$ cat src/logic/avm_regs.vh
// register indices, field positions, reset values for the vector-magnitude detector
`ifndef AVM_REGS_VH
`define AVM_REGS_VH

// register indices; byte address is four times the index
`define AVM_IDX_INT_CAUSE   7'h0C
`define AVM_IDX_CFG         7'h5F
`define AVM_IDX_THS_HI      7'h60
`define AVM_IDX_THS_LO      7'h61
`define AVM_IDX_DBC_CNT     7'h62
`define AVM_IDX_INITX_HI    7'h63
`define AVM_IDX_INITX_LO    7'h64
`define AVM_IDX_INITY_HI    7'h65
`define AVM_IDX_INITY_LO    7'h66
`define AVM_IDX_INITZ_HI    7'h67
`define AVM_IDX_INITZ_LO    7'h68

// vector_event_config fields
`define AVM_CFG_LATCH_BIT   6
`define AVM_CFG_INITSRC_BIT 5
`define AVM_CFG_HOLD_BIT    4
`define AVM_CFG_EN_BIT      3
`define AVM_CFG_MASK        8'h78

// magnitude_threshold_high fields
`define AVM_THS_CLRMODE_BIT 7
`define AVM_THS_HI_MASK     8'h9F

// initial reference high registers keep six bits
`define AVM_INIT_HI_MASK    8'h3F

// interrupt-cause bit that shows the vector-change event
`define AVM_CAUSE_VEC_BIT   1

`define AVM_RST_BYTE        8'h00
`define AVM_RST_WORD        32'h0000_0000

`endif

$ cat src/logic/avm_detect.v
// vector-magnitude change detector with APB register slave
`include "avm_regs.vh"

// What this block does
// event when distance from references exceeds threshold long enough to reach debounce count
// references come from internal copies or from initial-value registers
// internal references are never readable through any register
// latch off: flag follows debounced condition, set and cleared in real time
// latch on: flag holds until interrupt-cause register at 0x0C is read
// init source 0: capture current sample as references on enable
// init source 1: load references from initial-value registers
// hold 0: references replaced by current sample on each trigger
// hold 1: references kept from enable time, unchanged by triggers
// init source and hold both set: initial-value writes apply immediately
// function runs only while enable set; reset clears it; loads references on enable
// host keeps sample rate at or below 400 Hz
// clear mode 0: counter decrements by one on below-threshold sample
// clear mode 1: counter clears on below-threshold sample
// threshold is 13-bit unsigned, upper five bits in high register
// debounce count is 8 bits, one sample period per count
// initial X is signed 14-bit, upper six bits in high register
// low eight bits of initial X live at offset 0x64
// initial Y and Z are signed 14-bit, six-bit high plus eight-bit low
// evaluate once per sample; counter saturates at count; flag when reached
// compare squared distance against squared threshold, no square root
module avm_detect #(
  parameter AW = 12,
  parameter SW = 14
) (
  // clock and reset
  input  wire          pclk,
  input  wire          presetn,
  // apb slave
  input  wire          psel,
  input  wire          penable,
  input  wire          pwrite,
  input  wire [AW-1:0] paddr,
  input  wire [31:0]   pwdata,
  output reg  [31:0]   prdata,
  output reg           pready,
  output reg           pslverr,
  // accelerometer output samples, one valid strobe per output-data-rate period
  input  wire          sample_valid,
  input  wire [SW-1:0] sample_x,
  input  wire [SW-1:0] sample_y,
  input  wire [SW-1:0] sample_z,
  // vector-change event flag
  output reg           event_flag
);

  ////////////////////////////////////////////////////////////////////////////
  // registers

  // map, index to byte address times four:
  //   0x0C  interrupt cause, read only, bit 1 shows the event flag
  //   0x5F  configuration: bit 6 latch, bit 5 init source, bit 4 hold, bit 3 enable
  //   0x60  threshold high: bit 7 clear mode, bits 4:0 threshold 12:8
  //   0x61  threshold low
  //   0x62  debounce count
  //   0x63  initial x high, six bits
  //   0x64  initial x low
  //   0x65  initial y high, six bits
  //   0x66  initial y low
  //   0x67  initial z high, six bits
  //   0x68  initial z low
  // any other index, or a misaligned address, answers with pslverr
  //
  // bus timing:
  //   every access gets exactly one answer cycle right after setup
  //   writes land at the access edge, read data is prepared at setup
  //
  // sample timing:
  //   a sample counts only once enable has been seen for a full cycle,
  //   so the references are settled before the first comparison
  //   the flag follows the sample edge by one register stage
  //
  // debounce:
  //   an above-threshold sample adds one, never past the programmed count
  //   reaching the count sets the condition; a count of zero sets it at once
  //   a below-threshold sample takes one off, or clears the count in clear mode
  //   the condition drops once the count falls short of the programmed value
  //   the rising edge of the condition is the trigger that moves references
  //
  // latch mode:
  //   a trigger sets the held flag; an interrupt-cause read clears it
  //   when both fall in one cycle the trigger wins, so no event is lost
  //
  // reference sources on enable:
  //   init source 0 takes the last sample received before enable
  //   init source 1 takes the three initial registers
  //   after a trigger, hold 0 takes the triggering sample itself
  //
  // limitations:
  //   the sample rate is the host's business, nothing here checks it
  //   references sit in flops with no address, so software cannot see them
  //   with hold and init source both set, references follow the initial
  //   registers every cycle, which costs nothing but a mux per axis
  //   the squared distance needs 30 bits, carried in 32; a sum under 30 bits would wrap

  reg  [7:0]    cfg_reg;
  reg  [7:0]    ths_hi_reg;
  reg  [7:0]    ths_lo_reg;
  reg  [7:0]    dbc_cnt_reg;
  reg  [7:0]    init_hi_reg [0:2];
  reg  [7:0]    init_lo_reg [0:2];
  reg  [SW-1:0] ref_reg     [0:2];
  reg  [SW-1:0] last_reg    [0:2];
  reg  [7:0]    dbc_reg;
  reg           cond_reg;
  reg           latch_reg;
  reg           en_d_reg;
  reg           trig;

  // apb decode
  wire [6:0]    idx;
  wire          aligned;
  wire          setup;
  wire          do_xfer;
  wire          do_write;
  wire          do_read;

  assign idx      = paddr[8:2];
  // upper address bits must be zero, otherwise an index would alias
  assign aligned  = (paddr[1:0] == 2'b00) && (paddr[AW-1:9] == {(AW-9){1'b0}});
  assign setup    = psel & ~penable;
  assign do_xfer  = psel & penable & pready;
  assign do_write = do_xfer & pwrite;
  assign do_read  = do_xfer & ~pwrite;

  // configuration fields
  wire          en;
  wire          latch_en;
  wire          init_src;
  wire          hold;
  wire          clr_mode;
  wire [12:0]   ths;

  assign en       = cfg_reg[`AVM_CFG_EN_BIT];
  assign latch_en = cfg_reg[`AVM_CFG_LATCH_BIT];
  assign init_src = cfg_reg[`AVM_CFG_INITSRC_BIT];
  assign hold     = cfg_reg[`AVM_CFG_HOLD_BIT];
  assign clr_mode = ths_hi_reg[`AVM_THS_CLRMODE_BIT];
  assign ths      = {ths_hi_reg[4:0], ths_lo_reg};

  reg           map_hit;
  reg  [7:0]    rd_byte;

  always @* begin
    map_hit = 1'b1;
    rd_byte = `AVM_RST_BYTE;
    case (idx)
      `AVM_IDX_INT_CAUSE: begin
        rd_byte = {6'h00, event_flag, 1'b0};
      end
      `AVM_IDX_CFG: begin
        rd_byte = cfg_reg;
      end
      `AVM_IDX_THS_HI: begin
        rd_byte = ths_hi_reg;
      end
      `AVM_IDX_THS_LO: begin
        rd_byte = ths_lo_reg;
      end
      `AVM_IDX_DBC_CNT: begin
        rd_byte = dbc_cnt_reg;
      end
      `AVM_IDX_INITX_HI: begin
        rd_byte = init_hi_reg[0];
      end
      `AVM_IDX_INITX_LO: begin
        rd_byte = init_lo_reg[0];
      end
      `AVM_IDX_INITY_HI: begin
        rd_byte = init_hi_reg[1];
      end
      `AVM_IDX_INITY_LO: begin
        rd_byte = init_lo_reg[1];
      end
      `AVM_IDX_INITZ_HI: begin
        rd_byte = init_hi_reg[2];
      end
      `AVM_IDX_INITZ_LO: begin
        rd_byte = init_lo_reg[2];
      end
      // references have no address at all
      default: begin
        map_hit = 1'b0;
      end
    endcase
    if (!aligned) begin
      map_hit = 1'b0;
    end
  end

  // no wait state: pready rises in the first access cycle, right after setup
  always @(posedge pclk or negedge presetn) begin
    if (!presetn) begin
      pready  <= 1'b0;
      pslverr <= 1'b0;
      prdata  <= `AVM_RST_WORD;
    end else begin
      pready  <= setup;
      pslverr <= setup & ~map_hit;
      if (setup) begin
        prdata <= (map_hit && !pwrite) ? {24'h000000, rd_byte} : `AVM_RST_WORD;
      end
    end
  end

  always @(posedge pclk or negedge presetn) begin
    if (!presetn) begin
      cfg_reg     <= `AVM_RST_BYTE;
      ths_hi_reg  <= `AVM_RST_BYTE;
      ths_lo_reg  <= `AVM_RST_BYTE;
      dbc_cnt_reg <= `AVM_RST_BYTE;
    end else if (do_write && aligned) begin
      case (idx)
        `AVM_IDX_CFG: begin
          cfg_reg <= pwdata[7:0] & `AVM_CFG_MASK;
        end
        `AVM_IDX_THS_HI: begin
          ths_hi_reg <= pwdata[7:0] & `AVM_THS_HI_MASK;
        end
        `AVM_IDX_THS_LO: begin
          ths_lo_reg <= pwdata[7:0];
        end
        `AVM_IDX_DBC_CNT: begin
          dbc_cnt_reg <= pwdata[7:0];
        end
        default: begin
        end
      endcase
    end
  end

  ////////////////////////////////////////////////////////////////////////////
  // per-axis initial values, references and squared differences

  wire [29:0] sq [0:2];

  genvar a;
  generate
    for (a = 0; a < 3; a = a + 1) begin : g_axis
      wire [SW-1:0] cur  = (a == 0) ? sample_x : ((a == 1) ? sample_y : sample_z);
      wire [SW-1:0] init = {init_hi_reg[a][5:0], init_lo_reg[a]};
      wire [14:0]   diff = {cur[SW-1], cur} - {ref_reg[a][SW-1], ref_reg[a]};
      wire [14:0]   mag  = diff[14] ? (15'h0000 - diff) : diff;
      // each axis owns a high and a low byte, two indices apart per axis
      localparam [31:0] idx_hi = {25'h0000000, `AVM_IDX_INITX_HI} + 2 * a;
      assign sq[a] = mag * mag;

      always @(posedge pclk or negedge presetn) begin
        if (!presetn) begin
          init_hi_reg[a] <= `AVM_RST_BYTE;
          init_lo_reg[a] <= `AVM_RST_BYTE;
        end else if (do_write && aligned) begin
          if (idx == idx_hi[6:0]) begin
            init_hi_reg[a] <= pwdata[7:0] & `AVM_INIT_HI_MASK;
          end
          if (idx == idx_hi[6:0] + 7'h01) begin
            init_lo_reg[a] <= pwdata[7:0];
          end
        end
      end

      always @(posedge pclk or negedge presetn) begin
        if (!presetn) begin
          last_reg[a] <= {SW{1'b0}};
          ref_reg[a]  <= {SW{1'b0}};
        end else begin
          if (sample_valid) begin
            last_reg[a] <= cur;
          end
          if (en && !en_d_reg) begin
            ref_reg[a] <= init_src ? init : last_reg[a];
          end else if (en && init_src && hold) begin
            // retune while running
            ref_reg[a] <= init;
          end else if (trig && !hold) begin
            ref_reg[a] <= cur;
          end
        end
      end
    end
  endgenerate

  ////////////////////////////////////////////////////////////////////////////
  // magnitude compare and debounce

  wire [31:0] dist_sq;
  wire [25:0] ths_sq;
  wire        above;
  wire        run;

  // squared compare keeps the result exact without a root extractor
  assign dist_sq = {2'b00, sq[0]} + {2'b00, sq[1]} + {2'b00, sq[2]};
  assign ths_sq  = ths * ths;
  assign above   = dist_sq > {6'h00, ths_sq};
  // the cycle right after enable is spent loading references
  assign run     = en && en_d_reg && sample_valid;

  reg  [7:0]  dbc_next;
  reg         cond_next;

  always @* begin
    dbc_next  = dbc_reg;
    cond_next = cond_reg;
    trig      = 1'b0;
    if (run) begin
      if (above) begin
        dbc_next = (dbc_reg < dbc_cnt_reg) ? dbc_reg + 8'h01 : dbc_reg;
        if (dbc_next >= dbc_cnt_reg) begin
          cond_next = 1'b1;
          trig      = ~cond_reg;
        end
      end else begin
        if (clr_mode) begin
          dbc_next = 8'h00;
        end else if (dbc_reg != 8'h00) begin
          dbc_next = dbc_reg - 8'h01;
        end
        if (dbc_next < dbc_cnt_reg || dbc_cnt_reg == 8'h00) begin
          cond_next = 1'b0;
        end
      end
    end
  end

  wire cause_read = do_read && aligned && (idx == `AVM_IDX_INT_CAUSE);

  always @(posedge pclk or negedge presetn) begin
    if (!presetn) begin
      en_d_reg   <= 1'b0;
      dbc_reg    <= 8'h00;
      cond_reg   <= 1'b0;
      latch_reg  <= 1'b0;
    end else begin
      en_d_reg <= en;
      if (!en || !en_d_reg) begin
        // idle or just enabled: start from a clean count
        dbc_reg   <= 8'h00;
        cond_reg  <= 1'b0;
        latch_reg <= 1'b0;
      end else begin
        dbc_reg  <= dbc_next;
        cond_reg <= cond_next;
        // a new trigger wins over a read in the same cycle
        if (trig) begin
          latch_reg <= 1'b1;
        end else if (cause_read) begin
          latch_reg <= 1'b0;
        end
      end
    end
  end

  // output flag in its own process so it comes straight from a flop
  always @(posedge pclk or negedge presetn) begin
    if (!presetn) begin
      event_flag <= 1'b0;
    end else if (!en || !en_d_reg) begin
      event_flag <= 1'b0;
    end else if (latch_en) begin
      // a trigger in the same cycle as the cause read keeps the flag up
      event_flag <= trig | (latch_reg & ~cause_read);
    end else begin
      event_flag <= cond_next;
    end
  end

endmodule // avm_detect

$ cat config.mk
export PLATFORM = sky130hd
export DESIGN_NAME = avm_detect
export DESIGN_NICKNAME = d
export VERILOG_FILES = /design/src/logic/avm_detect.v
export VERILOG_INCLUDE_DIRS = /design/src /design/src/logic
export SDC_FILE = /design/constraint.sdc
export NUM_CORES = 2
export LEC_CHECK = 0
export BUFFER_PORTS_ARGS = -buffer_cell sky130_fd_sc_hd__buf_2
export CORE_MARGIN = 5
export CORE_UTILIZATION = 51
export DETAILED_ROUTE_END_ITERATION = 10
export PLACE_DENSITY_LB_ADDON = 0.05
export RECOVER_POWER = 25
export SYNTH_ARGS = -nofsm -noshare
export SYNTH_HDL_FRONTEND = slang
export SYNTH_SLANG_ARGS = --single-unit
$ cat constraint.sdc
create_clock -name pclk -period 38.7 [get_ports pclk]
set_clock_uncertainty 0.05 [all_clocks]
set_input_delay 7.74 -clock pclk [delete_from_list [all_inputs] [get_ports pclk]]
set_output_delay 7.74 -clock pclk [all_outputs]
set_load 0.02 [all_outputs]
==> results.yml <==
critical_path:
  crit_path_end_kind: "flop"
  critPathMaxFanout: 42
  worstPathRequired_ps: 39020
  crit_top_cell: "fa_1"
  cpMaxStageDelayCell: "o41a_2"
  startpoint_type: "primary input"
  ff2ff_path_depth: 48
  r2r_setup_slack_ps: 23400
  rr_startpoint: "ref_reg[0]$_DFFE_PN0P_"
  cpPeakStageDelay_ps: 910
  cp.arrival_ps: 22750
  path_class: "in2reg"
  r2r-end: "ref_reg[15]$_DFFE_PN0P_"
floorplan:
  rows: 97
  ios: 127
  die_y_um: 275
  die_area_sq_um: 75600
  die_x_um: 275
  initial_core_util_pct: 51.2
  core_sq_um: 69900
synth:
  ys_ff_latch: 174
  ys_top_cells_by_count: "897 x inv_1, 630 x fa_1, 397 x ha_1, 304 x nor2_1, 230 x nand2_1"
  synth.avg_cell_area_sq_um: 9.42
  synth-edff-count: 0
  synth-compound-area-share_pct: 8.82
  synth.distinct_cells: 86
  ys_warn_count: 0
  yosysTopAreaCell: "fa_1"
  muxShareOfSynthArea_pct: 4.22
  post-synth-top-count-cell: "inv_1"
  synth_top_area_share_pct: 35.2
  synth-seq-area-share_pct: 12.2
  ys_dominant_reg_cell: "dfrtp_1"
  synth_area_leaders: "fa_1 35%, ha_1 14%, dfrtp_1 12%"
  ys_async_sr_fraction_pct: 100
  synth_xor_area_share_pct: 3.80
  synthAdderAreaFrac_pct: 49.1
  syn-cell-area_sq_um: 35800
  synthSimpleGateAreaFrac_pct: 10.6
  synth_top_family_by_area: "adder cells"
  synth_cells: 3802
min_path:
  min_path_type: "reg2reg"
  min-delay-start: "prdata[4]$_DFFE_PN0P_"
  hold_path_depth: 1
  hold_path_end: "prdata[4]$_DFFE_PN0P_"
placed_design:
  dp.cells: 4794
  place.detailed.hpwl_um: 78600
  gp_congestion: 0.914
  pre_cts_ws_ps: 15950
  port_buffers: 78
status:
  violations: "max-capacitance violations, max-slew violations"
  status: "finished with violations"
route:
  num_vias: 25371
  wl_per_cell_um: 19.2
  drtIter0Drc: 1346
  viasPerCell: 5.25
  routed_wl_um: 92500
  drc: 0
  firstDrtPassIters: 5
  antenna_left: 0
clocking:
  cts_root_buffer: "clkbuf_16"
  cts_setup_buffers: 0
  clock-sinks: 174
  cts_tree: "built"
  path_clk_slew_ps: 70
  cts.repair.resized: 0
  clk_path_buf_depth: 2
  htree_levels: 4
  insertion_delay_ps: 450
  hold_buffers: 0
  cts_made_buffers: 17
cells_and_area:
  multiInputGateArea_sq_um: 27700
  stdcell_count: 4828
  nNetsFinal: 4992
  seqCellArea_sq_um: 4350
  area_growth_pct: 6.15
  fillers: 6594
  drive_gt1_share_pct: 8.47
sta:
  worstMarginPinSlew_ps: 3550
  setup_ws_ps: 16270
  whs_ps: 429
  fmax_mhz: 44.6
  tns_ps: 0
  post-route-period-util_pct: 57.9
  final-max-slew-violation-count: 113
  finalHoldViolCount: 0
  finalSetupViolCount: 0
  rsz0062_at_grt: "false"
  max_slew_margin_pct: -136
  period_needed_ps: 22430
global_routing:
  grt_start_max_net_pins: 69
  grt_overflow_total: 0
  grt_pass1_vias: 27220
  grt_usage_pct: 25.5
  grt_pass1_wl_um: 151000
  antenna_found_initial: 0
flow_run:
  max_cap_violations: 2
-- through the flow --
stage | util, % | area, sq um
6_report | 54.4 | 38000
5_1_grt | 54.4 | 38000
3_5_place_dp | 53.5 | 37400
3_3_place_gp | 53.5 | 37400
4_1_cts | 54.4 | 38000
2_1_floorplan | - | 36000
-- layout by cell type, fill, tap and decap left out, types with 12 or more instances in the layout --
| master | n |
|---|---|
| a21oi_1 | 92 |
| buf_2 | 76 |
| fa_1 | 630 |
| or2_2 | 18 |
| dfrtp_1 | 174 |
| a22oi_1 | 12 |
| o21ai_0 | 75 |
| buf_4 | 46 |
| xnor2_1 | 75 |
| nor2b_1 | 19 |
| o22ai_1 | 44 |
| and2_1 | 65 |
| nand2_1 | 230 |
| xor2_1 | 67 |
| o21a_1 | 18 |
| mux2_2 | 120 |
| nor2_1 | 304 |
| nand2b_1 | 43 |
| conb_1 | 54 |
| and3_1 | 16 |
| nor3_1 | 32 |
| ha_1 | 397 |
| inv_1 | 897 |
| a221o_1 | 45 |
| o211ai_1 | 12 |
| clkbuf_16 | 17 |
| a21o_1 | 51 |
| o21bai_1 | 13 |
| nand3_1 | 26 |
-- layout make-up --
class	count	share of cell area [%]
antenna	2	0.0132
clock buffer	18	1.15
clock inverter	14	0.503
inverter	913	9.01
multi-input combinational	2642	72.8
sequential	174	11.4
tap	940	3.09
timing repair buffer	125	1.94
-- worst max-delay path by stage --
stage	start	slack [ps]	to
after global placement	sample_z[0]	15990	ref_reg[23]$_DFFE_PN0P_
after CTS	sample_z[0]	16350	ref_reg[15]$_DFFE_PN0P_
after floorplan	sample_z[0]	18660	dbc_reg[0]$_DFFE_PN0P_
after global routing	sample_z[0]	15090	ref_reg[15]$_DFFE_PN0P_
final	sample_z[0]	16270	ref_reg[15]$_DFFE_PN0P_
after detailed placement	sample_z[0]	15950	ref_reg[9]$_DFFE_PN0P_
-- worst max-delay path: cells and delay by family --
kind	cells	cell delay, ps
AOI/OAI and AO/OA	14	4460
buffers and inverters	10	1040
and+or+nand+nor	11	2830
adders and majority gates	13	5700
xor gates and xnor gates	2	950
-- cells by family after synthesis --
| logic type | Yosys count |
|---|---|
| other | 2 |
| multiplexers | 131 |
| AO/OA/AOI/OAI | 455 |
| XOR/XNOR | 153 |
| flip-flops | 174 |
| adder cells (fa/ha/maj) | 1027 |
| buffers and inverters | 1038 |
| AND/OR/NAND/NOR | 822 |
-- layer usage --
| layer | part of all wire (%) | global-route usage [%] | up-vias |
|---|---|---|---|
| li1 | - | - | 11998 |
| met1 | 44 | 34.9 | 12812 |
| met2 | 50 | 44.6 | 471 |
| met3 | 3.5 | 2.02 | 90 |
| met4 | 2.5 | 5.93 | 0 |
| met5 | 0 | 0 | - |
Power is left out: the tool's default activity adds up to more than one toggle a clock period on the data nets, which glitch-free logic cannot reach.
